$ cat config.mk
export PLATFORM = sky130hd
export DESIGN_NAME = fsc_flash_ctrl
export DESIGN_NICKNAME = d
export VERILOG_FILES = /design/src/hw/fsc_pkg.sv /design/src/hw/fsc_bus_cycle.sv /design/src/hw/fsc_flash_ctrl.sv
export SDC_FILE = /design/constraint.sdc
export NUM_CORES = 1
export LEC_CHECK = 0
export ABC_CLOCK_PERIOD_IN_PS = 2950
export BUFFER_PORTS_ARGS = -buffer_cell sky130_fd_sc_hd__buf_2
export CORE_ASPECT_RATIO = 0.75
export CORE_UTILIZATION = 30
export CTS_CLUSTER_SIZE = 8
export DETAILED_ROUTE_END_ITERATION = 8
export GPL_TIMING_DRIVEN = 0
export HOLD_SLACK_MARGIN = 0.12
export PLACE_DENSITY_LB_ADDON = 0.15
export SYNTH_ARGS = -nofsm -noshare
export SYNTH_HDL_FRONTEND = slang
export SYNTH_HIERARCHICAL = 1
export SYNTH_SLANG_ARGS = --single-unit
export TNS_END_PERCENT = 5
$ cat constraint.sdc
create_clock -name aclk -period 2.95 [get_ports aclk]
set_input_delay 0 -clock aclk [delete_from_list [all_inputs] [get_ports aclk]]
set_output_delay 0 -clock aclk [all_outputs]
set_load 0.05 [all_outputs]
$ cat src/hw/fsc_pkg.sv
package fsc_pkg;

  // clock and pin timing
  localparam int CLK_NS = 4;
  localparam int T_RD_NS = 70;
  localparam int T_WP_NS = 50;
  localparam int T_REC_NS = 30;
  localparam int T_PLPH_NS = 100;
  localparam int T_PHWL_NS = 150;
  localparam int RD_CYC = (T_RD_NS + CLK_NS - 1) / CLK_NS;
  localparam int WP_CYC = (T_WP_NS + CLK_NS - 1) / CLK_NS;
  localparam int REC_CYC = (T_REC_NS + CLK_NS - 1) / CLK_NS;
  localparam int PLPH_CYC = (T_PLPH_NS + CLK_NS - 1) / CLK_NS;
  localparam int PHWL_CYC = (T_PHWL_NS + CLK_NS - 1) / CLK_NS;
  localparam int SYNC_CYC = 2;
  localparam int CNT_W = 8;

  // register offsets
  localparam logic [7:0] REG_CTRL = 8'h00;
  localparam logic [7:0] REG_ADDR = 8'h04;
  localparam logic [7:0] REG_WDATA = 8'h08;
  localparam logic [7:0] REG_RDATA = 8'h0c;
  localparam logic [7:0] REG_STATUS = 8'h10;

  // control fields
  localparam int CTRL_OP_LSB = 0;
  localparam int CTRL_OP_W = 4;
  localparam int CTRL_AUTO_BIT = 4;

  // status register fields
  localparam int STAT_BUSY_BIT = 8;
  localparam int STAT_SUSP_BIT = 9;
  localparam int STAT_REFUSED_BIT = 10;
  localparam int STAT_RESET_BIT = 11;

  // operations
  localparam logic [3:0] OP_NONE = 4'h0;
  localparam logic [3:0] OP_READ = 4'h1;
  localparam logic [3:0] OP_RAW = 4'h2;
  localparam logic [3:0] OP_PROGRAM = 4'h3;
  localparam logic [3:0] OP_ERASE = 4'h4;
  localparam logic [3:0] OP_STATUS = 4'h5;
  localparam logic [3:0] OP_CLEAR = 4'h6;
  localparam logic [3:0] OP_QUERY = 4'h7;
  localparam logic [3:0] OP_ARRAY = 4'h8;
  localparam logic [3:0] OP_SUSPEND = 4'h9;
  localparam logic [3:0] OP_RESUME = 4'ha;
  localparam logic [3:0] OP_RESET = 4'hb;

  // device command codes
  localparam logic [7:0] CMD_QUERY = 8'h98;
  localparam logic [7:0] CMD_ARRAY = 8'hff;
  localparam logic [7:0] CMD_STATUS = 8'h70;
  localparam logic [7:0] CMD_CLEAR = 8'h50;
  localparam logic [7:0] CMD_PROGRAM = 8'h40;
  localparam logic [7:0] CMD_ERASE = 8'h20;
  localparam logic [7:0] CMD_CONFIRM = 8'hd0;
  localparam logic [7:0] CMD_SUSPEND = 8'hb0;
  localparam logic [7:0] CMD_RESUME = 8'hd0;

  // device status bits
  localparam int ST_READY = 7;
  localparam int ST_SUSP = 2;
  localparam logic [7:0] STATUS_RESET = 8'h80;

  // bus answers
  localparam logic [1:0] RESP_OKAY = 2'h0;
  localparam logic [1:0] RESP_DECERR = 2'h3;

endpackage : fsc_pkg

$ cat src/hw/fsc_bus_cycle.sv
`timescale 1ns/1ns
module fsc_bus_cycle
  import fsc_pkg::*;
#(
  parameter int AW = 22,
  parameter int DW = 16
)
(
  // clock and reset
  input wire logic aclk,
  input wire logic aresetn,
  // request
  input wire logic start,
  input wire logic is_write,
  input wire logic [AW-1:0] addr,
  input wire logic [DW-1:0] wdata,
  output logic done,
  output logic [DW-1:0] rdata,
  // flash pins
  output logic flash_ce_n,
  output logic flash_oe_n,
  output logic flash_we_n,
  output logic [AW-1:0] flash_addr,
  output logic [DW-1:0] flash_dq_o,
  output logic flash_dq_oe,
  input wire logic [DW-1:0] flash_dq_i
);

  typedef enum logic [1:0] {CY_IDLE, CY_SETUP, CY_ACTIVE, CY_RECOVER} fsc_cyc_t;

  fsc_cyc_t state;
  logic wr;
  logic [CNT_W-1:0] cnt;
  logic [DW-1:0] dq_meta;
  logic [DW-1:0] dq_sync;

  if (RD_CYC + SYNC_CYC >= 2 ** CNT_W || WP_CYC >= 2 ** CNT_W || REC_CYC >= 2 ** CNT_W)
  begin : g_bad_cnt
    $error("fsc_bus_cycle: timing count too wide");
  end

  // data pins pass two flip-flops
  always_ff @(posedge aclk)
  begin
    if (!aresetn)
    begin
      dq_meta <= '0;
      dq_sync <= '0;
    end
    else
    begin
      dq_meta <= flash_dq_i;
      dq_sync <= dq_meta;
    end
  end

  // one strobe cycle on the pins
  always_ff @(posedge aclk)
  begin
    if (!aresetn)
    begin
      state <= CY_IDLE;
      wr <= 1'b0;
      cnt <= '0;
      done <= 1'b0;
      rdata <= '0;
      flash_ce_n <= 1'b1;
      flash_oe_n <= 1'b1;
      flash_we_n <= 1'b1;
      flash_addr <= '0;
      flash_dq_o <= '0;
      flash_dq_oe <= 1'b0;
    end
    else
    begin
      done <= 1'b0;
      case (state)
        CY_IDLE:
          if (start)
          begin
            flash_addr <= addr;
            flash_dq_o <= wdata;
            flash_dq_oe <= is_write;
            wr <= is_write;
            flash_ce_n <= 1'b0;
            state <= CY_SETUP;
          end
        CY_SETUP:
        begin
          if (wr)
          begin
            flash_we_n <= 1'b0;
            cnt <= CNT_W'(WP_CYC - 1);
          end
          else
          begin
            flash_oe_n <= 1'b0;
            cnt <= CNT_W'(RD_CYC + SYNC_CYC - 1);
          end
          state <= CY_ACTIVE;
        end
        CY_ACTIVE:
          if (cnt == '0)
          begin
            if (!wr)
              rdata <= dq_sync;
            // write strobe and select rise together
            flash_we_n <= 1'b1;
            // every read ends with both strobes high
            flash_oe_n <= 1'b1;
            flash_ce_n <= 1'b1;
            cnt <= CNT_W'(REC_CYC - 1);
            state <= CY_RECOVER;
          end
          else
            cnt <= cnt - 1'b1;
        CY_RECOVER:
          if (cnt == '0)
          begin
            flash_dq_oe <= 1'b0;
            done <= 1'b1;
            state <= CY_IDLE;
          end
          else
            cnt <= cnt - 1'b1;
        default:
          state <= CY_IDLE;
      endcase
    end
  end

endmodule : fsc_bus_cycle

$ cat src/hw/fsc_flash_ctrl.sv
`timescale 1ns/1ns
// Overview of operation
// - host toggles select or output-enable for every status poll
// - program is setup 0x40 then a write with address and data
// - host keeps reset/power-down deasserted during program suspend
// - erase is setup then confirm; block address taken at confirm
// - host clears status with 0x50 and returns to array mode
// - erase setup 0x20, confirm 0xD0 at the block address
module fsc_flash_ctrl
  import fsc_pkg::*;
#(
  parameter int AW = 22,
  parameter int DW = 16
)
(
  // clock and reset
  input wire logic aclk,
  input wire logic aresetn,
  // axi4-lite slave
  input wire logic [7:0] s_axi_awaddr,
  input wire logic s_axi_awvalid,
  output logic s_axi_awready,
  input wire logic [31:0] s_axi_wdata,
  input wire logic [3:0] s_axi_wstrb,
  input wire logic s_axi_wvalid,
  output logic s_axi_wready,
  output logic [1:0] s_axi_bresp,
  output logic s_axi_bvalid,
  input wire logic s_axi_bready,
  input wire logic [7:0] s_axi_araddr,
  input wire logic s_axi_arvalid,
  output logic s_axi_arready,
  output logic [31:0] s_axi_rdata,
  output logic [1:0] s_axi_rresp,
  output logic s_axi_rvalid,
  input wire logic s_axi_rready,
  // flash pins
  output logic flash_ce_n,
  output logic flash_oe_n,
  output logic flash_we_n,
  output logic [AW-1:0] flash_addr,
  output logic [DW-1:0] flash_dq_o,
  output logic flash_dq_oe,
  input wire logic [DW-1:0] flash_dq_i,
  output logic reset_powerdown_n
);

  typedef enum logic [2:0] {M_RST_LOW, M_RST_WAIT, M_IDLE, M_ISSUE, M_WAIT} fsc_state_t;
  typedef enum logic [1:0] {K_END, K_WR, K_RD, K_POLL} fsc_kind_t;

  if (AW < 1 || AW > 32 || DW != 16 || PLPH_CYC >= 2 ** CNT_W || PHWL_CYC >= 2 ** CNT_W)
  begin : g_bad_param
    $error("fsc_flash_ctrl: unsupported parameters");
  end

  fsc_state_t state;
  fsc_kind_t pl_kind;
  logic [DW-1:0] pl_data;
  logic [3:0] op;
  logic [2:0] step;
  logic [CNT_W-1:0] timer;
  logic auto_clean;
  logic [AW-1:0] addr_reg;
  logic [DW-1:0] wdata_reg;
  logic [DW-1:0] rdata_reg;
  logic [7:0] dev_status;
  logic suspended;
  logic refused;
  logic cyc_start;
  logic cyc_done;
  logic [DW-1:0] cyc_rdata;
  logic wr_fire;
  logic rd_fire;
  logic wr_map;
  logic ctrl_wr;
  logic [3:0] new_op;
  logic op_ok;
  logic launch;
  logic [31:0] next_rdata;
  logic rd_map;

  function automatic logic [31:0] merge(input logic [31:0] old, input logic [31:0] nw, input logic [3:0] strb);
    logic [31:0] r;
    r = old;
    for (int i = 0; i < 4; i++)
      if (strb[i])
        r[8*i +: 8] = nw[8*i +: 8];
    return r;
  endfunction : merge

  // bus handshakes
  assign wr_fire = s_axi_awvalid && s_axi_wvalid && !s_axi_bvalid;
  assign s_axi_awready = wr_fire;
  assign s_axi_wready = wr_fire;
  assign rd_fire = s_axi_arvalid && !s_axi_rvalid;
  assign s_axi_arready = !s_axi_rvalid;
  assign wr_map = s_axi_awaddr == REG_CTRL || s_axi_awaddr == REG_ADDR || s_axi_awaddr == REG_WDATA;
  assign ctrl_wr = wr_fire && s_axi_awaddr == REG_CTRL && s_axi_wstrb[0];
  assign new_op = s_axi_wdata[CTRL_OP_LSB +: CTRL_OP_W];

  // while suspended only the reads, resume and array return may go
  // reset is withheld during suspend
  always_comb
  begin
    if (suspended)
      op_ok = new_op == OP_READ || new_op == OP_STATUS || new_op == OP_QUERY ||
              new_op == OP_ARRAY || new_op == OP_RESUME;
    else
      op_ok = new_op != OP_NONE && new_op <= OP_RESET;
  end
  assign launch = ctrl_wr && state == M_IDLE && op_ok;

  // write response
  always_ff @(posedge aclk)
  begin
    if (!aresetn)
    begin
      s_axi_bvalid <= 1'b0;
      s_axi_bresp <= RESP_OKAY;
    end
    else if (wr_fire)
    begin
      s_axi_bvalid <= 1'b1;
      s_axi_bresp <= wr_map ? RESP_OKAY : RESP_DECERR;
    end
    else if (s_axi_bready)
      s_axi_bvalid <= 1'b0;
  end

  // software registers, held steady while a sequence runs
  always_ff @(posedge aclk)
  begin
    if (!aresetn)
    begin
      addr_reg <= '0;
      wdata_reg <= '0;
      auto_clean <= 1'b1;
      op <= OP_NONE;
    end
    else if (wr_fire && state == M_IDLE)
    begin
      if (s_axi_awaddr == REG_ADDR)
        addr_reg <= AW'(merge(32'(addr_reg), s_axi_wdata, s_axi_wstrb));
      if (s_axi_awaddr == REG_WDATA)
        wdata_reg <= DW'(merge(32'(wdata_reg), s_axi_wdata, s_axi_wstrb));
      if (launch)
      begin
        op <= new_op;
        auto_clean <= s_axi_wdata[CTRL_AUTO_BIT];
      end
    end
  end

  // refused order flag
  always_ff @(posedge aclk)
  begin
    if (!aresetn)
      refused <= 1'b0;
    else if (ctrl_wr)
      refused <= !launch;
  end

  // read channel
  assign rd_map = s_axi_araddr == REG_CTRL || s_axi_araddr == REG_ADDR || s_axi_araddr == REG_WDATA ||
                  s_axi_araddr == REG_RDATA || s_axi_araddr == REG_STATUS;
  always_comb
  begin
    next_rdata = '0;
    case (s_axi_araddr)
      REG_CTRL:
      begin
        next_rdata[CTRL_OP_LSB +: CTRL_OP_W] = op;
        next_rdata[CTRL_AUTO_BIT] = auto_clean;
      end
      REG_ADDR: next_rdata = 32'(addr_reg);
      REG_WDATA: next_rdata = 32'(wdata_reg);
      REG_RDATA: next_rdata = 32'(rdata_reg);
      REG_STATUS:
      begin
        next_rdata[7:0] = dev_status;
        next_rdata[STAT_BUSY_BIT] = state != M_IDLE;
        next_rdata[STAT_SUSP_BIT] = suspended;
        next_rdata[STAT_REFUSED_BIT] = refused;
        next_rdata[STAT_RESET_BIT] = !reset_powerdown_n;
      end
      default: next_rdata = '0;
    endcase
  end

  always_ff @(posedge aclk)
  begin
    if (!aresetn)
    begin
      s_axi_rvalid <= 1'b0;
      s_axi_rdata <= '0;
      s_axi_rresp <= RESP_OKAY;
    end
    else if (rd_fire)
    begin
      s_axi_rvalid <= 1'b1;
      s_axi_rdata <= next_rdata;
      s_axi_rresp <= rd_map ? RESP_OKAY : RESP_DECERR;
    end
    else if (s_axi_rready)
      s_axi_rvalid <= 1'b0;
  end

  // bus cycles of each sequence
  always_comb
  begin
    pl_kind = K_END;
    pl_data = '0;
    case (op)
      OP_PROGRAM, OP_ERASE:
        case (step)
          3'd0:
          begin
            pl_kind = K_WR;
            pl_data[7:0] = op == OP_PROGRAM ? CMD_PROGRAM : CMD_ERASE;
          end
          3'd1:
          begin
            pl_kind = K_WR;
            // data bits left at 1 leave cells untouched
            pl_data = op == OP_PROGRAM ? wdata_reg : {8'h00, CMD_CONFIRM};
          end
          3'd2: pl_kind = K_POLL;
          3'd3:
          begin
            pl_kind = auto_clean ? K_WR : K_END;
            pl_data[7:0] = CMD_CLEAR;
          end
          3'd4:
          begin
            pl_kind = auto_clean ? K_WR : K_END;
            pl_data[7:0] = CMD_ARRAY;
          end
          default: pl_kind = K_END;
        endcase
      OP_STATUS, OP_QUERY:
        if (step == 3'd0)
        begin
          pl_kind = K_WR;
          pl_data[7:0] = op == OP_STATUS ? CMD_STATUS : CMD_QUERY;
        end
        else if (step == 3'd1)
          pl_kind = K_RD;
      OP_SUSPEND:
        if (step == 3'd0)
        begin
          pl_kind = K_WR;
          pl_data[7:0] = CMD_SUSPEND;
        end
        else if (step == 3'd1)
          pl_kind = K_POLL;
      OP_CLEAR, OP_ARRAY, OP_RESUME, OP_RAW:
        if (step == 3'd0)
        begin
          pl_kind = K_WR;
          case (op)
            OP_CLEAR: pl_data[7:0] = CMD_CLEAR;
            OP_ARRAY: pl_data[7:0] = CMD_ARRAY;
            OP_RESUME: pl_data[7:0] = CMD_RESUME;
            default: pl_data = wdata_reg;
          endcase
        end
      OP_READ:
        if (step == 3'd0)
          pl_kind = K_RD;
      default: pl_kind = K_END;
    endcase
  end

  // sequencer
  always_ff @(posedge aclk)
  begin
    if (!aresetn)
    begin
      state <= M_RST_LOW;
      step <= '0;
      timer <= CNT_W'(PLPH_CYC - 1);
      cyc_start <= 1'b0;
    end
    else
    begin
      cyc_start <= 1'b0;
      case (state)
        M_RST_LOW:
          if (timer == '0)
          begin
            timer <= CNT_W'(PHWL_CYC - 1);
            state <= M_RST_WAIT;
          end
          else
            timer <= timer - 1'b1;
        M_RST_WAIT:
          if (timer == '0)
            state <= M_IDLE;
          else
            timer <= timer - 1'b1;
        M_IDLE:
          if (launch)
          begin
            step <= '0;
            if (new_op == OP_RESET)
            begin
              timer <= CNT_W'(PLPH_CYC - 1);
              state <= M_RST_LOW;
            end
            else
              state <= M_ISSUE;
          end
        M_ISSUE:
          if (pl_kind == K_END)
            state <= M_IDLE;
          else
          begin
            cyc_start <= 1'b1;
            state <= M_WAIT;
          end
        M_WAIT:
          if (cyc_done)
          begin
            // poll with a fresh strobe until the device is ready
            if (!(pl_kind == K_POLL && !cyc_rdata[ST_READY]))
              step <= step + 1'b1;
            state <= M_ISSUE;
          end
        default:
          state <= M_IDLE;
      endcase
    end
  end

  // reset pin, low during our reset and the reset order
  always_ff @(posedge aclk)
  begin
    if (!aresetn)
      reset_powerdown_n <= 1'b0;
    else
      reset_powerdown_n <= state != M_RST_LOW;
  end

  // captured answers from the device
  always_ff @(posedge aclk)
  begin
    if (!aresetn)
    begin
      rdata_reg <= '0;
      dev_status <= STATUS_RESET;
    end
    else if (state == M_RST_LOW)
      dev_status <= STATUS_RESET;
    else if (state == M_WAIT && cyc_done && (pl_kind == K_RD || pl_kind == K_POLL))
    begin
      rdata_reg <= cyc_rdata;
      // status bits from every poll and from the status order
      if (pl_kind == K_POLL || op == OP_STATUS)
        dev_status <= cyc_rdata[7:0];
    end
  end

  // suspend tracking
  always_ff @(posedge aclk)
  begin
    if (!aresetn)
      suspended <= 1'b0;
    else if (state == M_WAIT && cyc_done && op == OP_SUSPEND && pl_kind == K_POLL)
      suspended <= cyc_rdata[ST_READY] && cyc_rdata[ST_SUSP];
    else if (state == M_WAIT && cyc_done && op == OP_RESUME)
      suspended <= 1'b0;
  end

  fsc_bus_cycle #(
    .AW(AW),
    .DW(DW)
  ) u_cycle (
    .aclk(aclk),
    .aresetn(aresetn),
    .start(cyc_start),
    .is_write(pl_kind == K_WR),
    .addr(addr_reg),
    .wdata(pl_data),
    .done(cyc_done),
    .rdata(cyc_rdata),
    .flash_ce_n(flash_ce_n),
    .flash_oe_n(flash_oe_n),
    .flash_we_n(flash_we_n),
    .flash_addr(flash_addr),
    .flash_dq_o(flash_dq_o),
    .flash_dq_oe(flash_dq_oe),
    .flash_dq_i(flash_dq_i)
  );

endmodule : fsc_flash_ctrl

==> out/qor.yml, run 1 <==
power:
  p_per_area_mw_per_mm2: 527.6
  pwr-share-seq_pct: 46.1
  p_int_mw: 4.908
  p_clk_share_pct: 47.2
  combPwrFrac_pct: 6.7
  swShare_pct: 23.27
  ir_drop_mv: 0.4286
  p_leak_nw: 4.868
  p_sw_mw: 1.489
cts:
  cts_root_buf: "clkbuf_16"
  path_clk_slew_ns: 0.06
  numCtsBuffers: 30
  cts_buffer_depth: 3
  cts_tree: "built"
  cts.sinks: 213
  htree_levels: 1
  insertion_delay_ns: 0.55
  cts_setup_buffers: 0
sta:
  max_slew_margin_pct: 32.78
  tightest_slew_ns: 0.9999
  rsz0062_at_grt: "false"
  final_hold_viol_count: 0
  clock_skew_ns: 0.009360
  max_freq_mhz: 370.3
  finalSetupViolCount: 0
  finalCritPeriodShare_pct: 91.56
  setup_tns_ns: 0
  slew_viol_final: 0
  timing.final.crit_period_ns: 2.701
grt:
  first_global_vias: 8093
  track_usage_pct: 19.34
  antenna_found_initial: 0
  grt_pass1_wl_um: 47490
  gr-total-overflow: 0
  grt_max_degree: 15
drt:
  first_pass_iters: 5
  drt-wirelength-per-cell_um: 17.79
  antenna_left: 0
  avgViaCountPerCell: 4.896
  num_vias: 8515
  drt-initial-drc-count: 589
  drt-total-wl_um: 30930
  drc: 0
critical_path:
  rr_endpoint: "addr_reg[21]$_SDFFE_PN0P_"
  arrival_ns: 3.17
  worst-path-buf-inv: 3
  crit_type: "reg2reg"
  reg2reg_from: "s_axi_bvalid$_SDFFE_PN0P_"
  critPathCapture: "addr_reg[21]$_SDFFE_PN0P_"
  cp_num_cells: 9
  reg2regPathDepth: 9
  critPathCaptureType: "flip-flop"
  path_delay_family: "buffers and inverters"
  slowest_delay_ns: 0.57
  cp_max_fo: 10
  worstPathRequired_ns: 3.42
  crit_start: "s_axi_bvalid$_SDFFE_PN0P_"
  crit_chain: "and3b_1, clkbuf_1, and3_2, nand2_1, nor3b_2, buf_2, nand3_1, dlygate4sd3_1, a21oi_1"
  slowest_stage: "dlygate4sd3_1"
  r2r_setup_slack_ns: 0.25
  setup.worst_path.start_class: "flip-flop"
layout:
  drive_above_1_share_pct: 16.27
  nets: 1425
  final_common_cell: "dfxtp_1"
  fin_util_pct: 39.86
  mostFrequentLayoutCells: "213 x dfxtp_1, 168 x nand2_1, 145 x buf_2"
  antenna_cells: 0
  area_delta_synth_final_pct: 29.46
die:
  die_x_um: 206.0
  initial_core_util_pct: 30.79
  num_io_pins: 159
  die_h_um: 155.0
  dieArea_sq_mm: 0.03194
  core_sq_mm: 0.03042
  rows: 55
placement:
  port_buffers: 134
  place_hpwl_um: 23130
  gp_congestion: 0.8820
status:
  outcome: "finished clean"
logic_synthesis:
  synth_top_cell_area_share_pct: 45.52
  synthesis.area_sq_mm: 0.009366
  synth.avg_cell_area_sq_um: 8.593
  ys_warn_count: 6
  ys_ff_latch: 213
  synth-main-ff-cell: "dfxtp_1"
  ys_types: 75
  synth_edf_count: 0
  syn_inst: 1090
  async_flop_share_pct: 0
  yosysSeqAreaShare_pct: 45.52
  synth.area.top_cells: "dfxtp_1 46%, mux2i_1 6.8%, nand2_1 6.7%, a21oi_1 4.0%, nor2_1 3.4%"
  yosys.area.top_type: "dfxtp_1"
run:
  drv_cap: 0
min_path:
  hp-class: "in2reg"
==> synthesized netlist by cell type (2+ instances only) <==
cell type / count
dfxtp_1: 213
nand2_1: 168
nor2_1: 84
a21oi_1: 74
mux2i_1: 64
clkbuf_1: 52
and2_1: 43
nand3_1: 43
a21boi_0: 40
o21ai_0: 36
nor2b_1: 28
inv_1: 25
nor3_1: 17
a22oi_1: 14
buf_4: 14
nand2b_1: 14
a221oi_1: 12
buf_2: 12
ha_1: 10
o21ai_1: 10
a31oi_1: 6
nor3b_1: 6
o21a_1: 6
and3_1: 5
o211a_1: 5
o211ai_1: 5
o41ai_1: 5
mux2_2: 4
o31ai_1: 4
or3_1: 4
or4_1: 4
a211oi_1: 3
nor4_1: 3
nor4b_1: 3
o22ai_1: 3
or2_2: 3
a21o_1: 2
a221o_1: 2
and2b_1: 2
and4_1: 2
buf_6: 2
nand4_1: 2
nand4b_1: 2
nor3b_2: 2
o311a_1: 2
==> through the flow <==
| stage | cells | hold WS, ns | total power [mW] | cell area, sq um | setup WS (ns) |
|---|---|---|---|---|---|
| after floorplan | 1099 | 0.09902 | 3.230 | 9400 | 0.3658 |
| after global routing | 1739 | 0.1852 | 6.627 | 12130 | 0.01926 |
| after CTS | 1739 | 0.1696 | 6.465 | 12110 | 0.03261 |
| after detailed placement | 1632 | 0.1968 | 3.371 | 10580 | 0.3381 |
| after global placement | 1632 | 0.1910 | 3.369 | 10570 | -0.1419 |
| final | 1739 | 0.1899 | 6.397 | 12130 | 0.2491 |
==> worst reg2reg max path: stages, from the launching register on <==
cell           delay, ns
dfxtp_1             0.32
and3b_1             0.20
clkbuf_1            0.22
and3_2              0.28
nand2_1             0.15
nor3b_2             0.33
buf_2               0.31
nand3_1             0.11
dlygate4sd3_1       0.57
a21oi_1             0.13
==> metal layers <==
layer	wire [um]	up-vias	GRT usage [%]
li1	-	4247	-
met1	15800	3978	28.78
met2	12510	235	28.22
met3	1742	55	3.310
met4	877	0	5.497
met5	0	-	0
==> cell type report <==
type | count | area (sq um)
clock buffers | 31 | 775.7
well taps | 399 | 499.2
fillers | 3156 | 18290
clock inverters | 1 | 5.005
repair buffers | 209 | 1421
inverters | 25 | 93.84
plain buffers | 81 | 389.1
flip-flops and latches | 213 | 4264
multi-input cells | 780 | 4677
==> power by group through the flow <==
stage | logic (mW) | registers, mW | clock network [mW]
after floorplan | 0.203 | 3.03 | 0
after global placement | 0.364 | 3.00 | 0
after detailed placement | 0.366 | 3.00 | 0
after CTS | 0.428 | 2.95 | 3.09
after global routing | 0.463 | 2.95 | 3.22
final | 0.428 | 2.95 | 3.02
==> worst min-delay path by stage <==
stage / cells after the start / startpoint / to
global route: 3 / flash_dq_i[9] / u_cycle/dq_meta[9]$_SDFF_PN0_
CTS: 3 / flash_dq_i[6] / u_cycle/dq_meta[6]$_SDFF_PN0_
floorplan: 1 / s_axi_rready / s_axi_rvalid$_SDFFE_PN0P_
finish: 3 / flash_dq_i[14] / u_cycle/dq_meta[14]$_SDFF_PN0_
global placement: 2 / s_axi_rready / s_axi_rvalid$_SDFFE_PN0P_
detailed placement: 2 / s_axi_rready / s_axi_rvalid$_SDFFE_PN0P_
==> cells by family (layout without fill, tap and decap cells) <==
group           after synthesis  count (layout)  synth area share, %
buf+inv                     106             347                5.130
xor+xnor                      2               2               0.1870
other cells                   1              10              0.04004
mux                          68              68                7.320
compound gates              248             248                17.67
simple gates                442             442                22.79
flops                       213             213                45.52
fa+ha+maj                    10              10                1.336
==> what timing repair did <==
action | 4_1_cts | 5_1_grt
endpoints found under the setup margin | 0 | 14
endpoints found under the hold margin | 83 | 0
hold buffers | 75 | 0
gates resized for setup | 0 | 5
Power figures use the tool's default switching activity.
==> run 2: changes to the inputs <==
- PLACE_DENSITY: not set -> 0.52
- PLACE_DENSITY_LB_ADDON: 0.15 -> not set
==> run 2 against run 1 <==
Wire length fell by 0.62%. Worst setup slack got worse by 0.14 ns. Global-route usage fell by 0.27 points. Largest power group unchanged. Total power fell by 0.46%. Non-clock buffer count fell by 5. Die area did not move. Clock skew rose by 0.016 ns. Critical endpoint is now wdata_reg[6]$_SDFFE_PN0P_. Critical path depth did not move. Via count rose by 0.81%. Fmax fell by 4.9%. Core utilization fell by 0.19 points.
==> out/qor.yml, run 2 (synthesis results as in run 1) <==
sta:
  final_hold_viol_count: 0  # unchanged
  tightest_slew_ns: 0.8613  # -0.1386 ns
  finalSetupViolCount: 0  # unchanged
  clock_skew_ns: 0.02570  # +0.01634 ns
  slew_viol_final: 0  # unchanged
  rsz0062_at_grt: "true"
  max_slew_margin_pct: 42.10  # +9.3 points
  timing.final.crit_period_ns: 2.840  # +0.1396 ns
  max_freq_mhz: 352.1  # -4.9%
  fin_ws_ns: 0.1095  # -0.1396 ns
  finalCritPeriodShare_pct: 96.29  # +4.7 points
  hold_ws_ns: 0.09125  # -0.09862 ns
status:
  outcome: "finished clean"
die:
  initial_core_util_pct: 30.79  # unchanged
  die_x_um: 206.0  # unchanged
  num_io_pins: 159  # unchanged
  die_h_um: 155.0  # unchanged
  core_sq_mm: 0.03042  # unchanged
  rows: 55  # unchanged
  dieArea_sq_mm: 0.03194  # unchanged
critical_path:
  critPathCaptureType: "flip-flop"
  reg2reg_from: "s_axi_bvalid$_SDFFE_PN0P_"
  worstPathRequired_ns: 3.43  # about the same
  cp_max_fo: 10  # unchanged
  path_delay_family: "buffers and inverters"
  setup.worst_path.start_class: "flip-flop"
  r2r_setup_slack_ns: 0.11  # -0.14 ns
  worst-path-buf-inv: 3  # unchanged
  reg2regPathDepth: 9  # unchanged
  crit_start: "s_axi_bvalid$_SDFFE_PN0P_"
  arrival_ns: 3.32  # +0.15 ns
  slowest_delay_ns: 0.60  # +0.03 ns
  rr_endpoint: "wdata_reg[6]$_SDFFE_PN0P_"
  crit_type: "reg2reg"
  crit_chain: "and3b_1, clkbuf_1, and3_1, nand2_1, nor3b_4, buf_2, nand3_1, dlygate4sd3_1, a21oi_1"
  slowest_stage: "dlygate4sd3_1"
layout:
  antenna_cells: 0  # unchanged
  mostFrequentLayoutCells: "213 x dfxtp_1, 168 x nand2_1, 146 x buf_2"
  final_common_cell: "dfxtp_1"
  final_cell_count_no_fill: 1734  # -0.29%
  n_fill_cell: 3115  # -1.3%
  regArea_sq_mm: 0.004264  # unchanged
  drive_above_1_share_pct: 16.18  # -0.089 points
  nets: 1420  # -0.35%
  area_delta_synth_final_pct: 28.85
  multi_input_area_sq_mm: 0.004673  # about the same
placement:
  place_hpwl_um: 23070  # -0.25%
  dp_cells: 1632  # unchanged
  gp_congestion: 0.8662  # -1.8%
  port_buffers: 134  # unchanged
  dpl_worst_slack_ns: -0.04792  # -0.3860 ns
min_path:
  min_to: "s_axi_bvalid$_SDFFE_PN0P_"
  worstHoldStart: "s_axi_wvalid"
  hp-class: "in2reg"
  min_path_cells: 5  # +2
cts:
  cts_buffer_depth: 3  # unchanged
  path_clk_slew_ns: 0.06  # about the same
  cts.sinks: 213  # unchanged
  htree_levels: 1  # unchanged
  numCtsBuffers: 30  # unchanged
  insertion_delay_ns: 0.56  # about the same
  cts_setup_buffers: 0  # unchanged
  cts_root_buf: "clkbuf_16"
  cts_tree: "built"
drt:
  avgViaCountPerCell: 4.950  # +1.1%
  drc: 0  # unchanged
  first_pass_iters: 6  # +1
  num_vias: 8584  # +0.81%
  drt-initial-drc-count: 723  # +23%
  drt-total-wl_um: 30740  # -0.62%
  drt-wirelength-per-cell_um: 17.73  # -0.33%
  antenna_left: 0  # unchanged
grt:
  track_usage_pct: 19.06  # -0.27 points
  antenna_found_initial: 0  # unchanged
  gr-total-overflow: 0  # unchanged
  grt_max_degree: 15  # unchanged
  grt_pass1_wl_um: 46540  # -2.0%
  first_global_vias: 7971  # -1.5%
power:
  ir_drop_mv: 0.4559  # +6.4%
  totalPowerFinal_mw: 6.367  # -0.46%
  p_leak_nw: 4.871  # about the same
  p_per_area_mw_per_mm2: 527.6  # about the same
run:
  drv_cap: 0  # unchanged
[run 2: cell type report]
| cell class | instances | area share (%) |
|---|---|---|
| well taps | 399 | 4.136 |
| flip-flops and latches | 213 | 35.33 |
| multi-input cells | 780 | 38.72 |
| inverters | 25 | 0.7775 |
| plain buffers | 81 | 3.203 |
| clock buffers | 31 | 6.428 |
| repair buffers | 204 | 11.36 |
| clock inverters | 1 | 0.04147 |
[run 2: power by group]
group / internal, mW / switching (mW)
clock: 1.81 / 1.19
sequential: 2.92 / 0.0243
combinational: 0.167 / 0.253
total: 4.90 / 1.46
[run 2: worst max path at each step]
stage                                                    end  slack (ns)  cells past startpoint
after floorplan                         step[2]$_SDFFE_PN0P_        0.37                      8
after global placement    u_cycle/flash_dq_o[8]$_SDFFE_PN0P_        0.01                      8
after detailed placement  u_cycle/flash_dq_o[8]$_SDFFE_PN0P_       -0.05                      8
after CTS                           addr_reg[6]$_SDFFE_PN0P_        0.02                      9
after global routing               wdata_reg[6]$_SDFFE_PN0P_       -0.12                      8
final                              wdata_reg[6]$_SDFFE_PN0P_        0.11                      9
[run 2: metal layers]
metal  up-vias  track usage (%)  share of wire, %
met4         0            6.092               2.8
met1      3979            27.97                50
met2       310            27.69                41
met3        54            3.687               6.9
li1       4241                -                 -
met5         -                0                 0
[run 2: what timing repair did]
action | 4_1_cts | 5_1_grt
hold endpoints to repair | 74 | 0
setup endpoints to repair | 8 | 10
hold buffers | 70 | 0
resized for setup | 1 | 2
[run 2: worst register-to-register path, cell delays in order (launching register included)]
cell           delay (ns)
dfxtp_1              0.32
and3b_1              0.20
clkbuf_1             0.27
and3_1               0.32
nand2_1              0.17
nor3b_4              0.36
buf_2                0.30
nand3_1              0.11
dlygate4sd3_1        0.60
a21oi_1              0.12
[run 2: through the flow]
stage | util (%) | area [sq um] | TNS (ns)
after floorplan | - | 9400 | 0
after global placement | 34.75 | 10570 | 0
after detailed placement | 34.75 | 10570 | -0.1587
after CTS | 39.64 | 12060 | 0
after global routing | 39.68 | 12070 | -0.5536
final | 39.68 | 12070 | 0
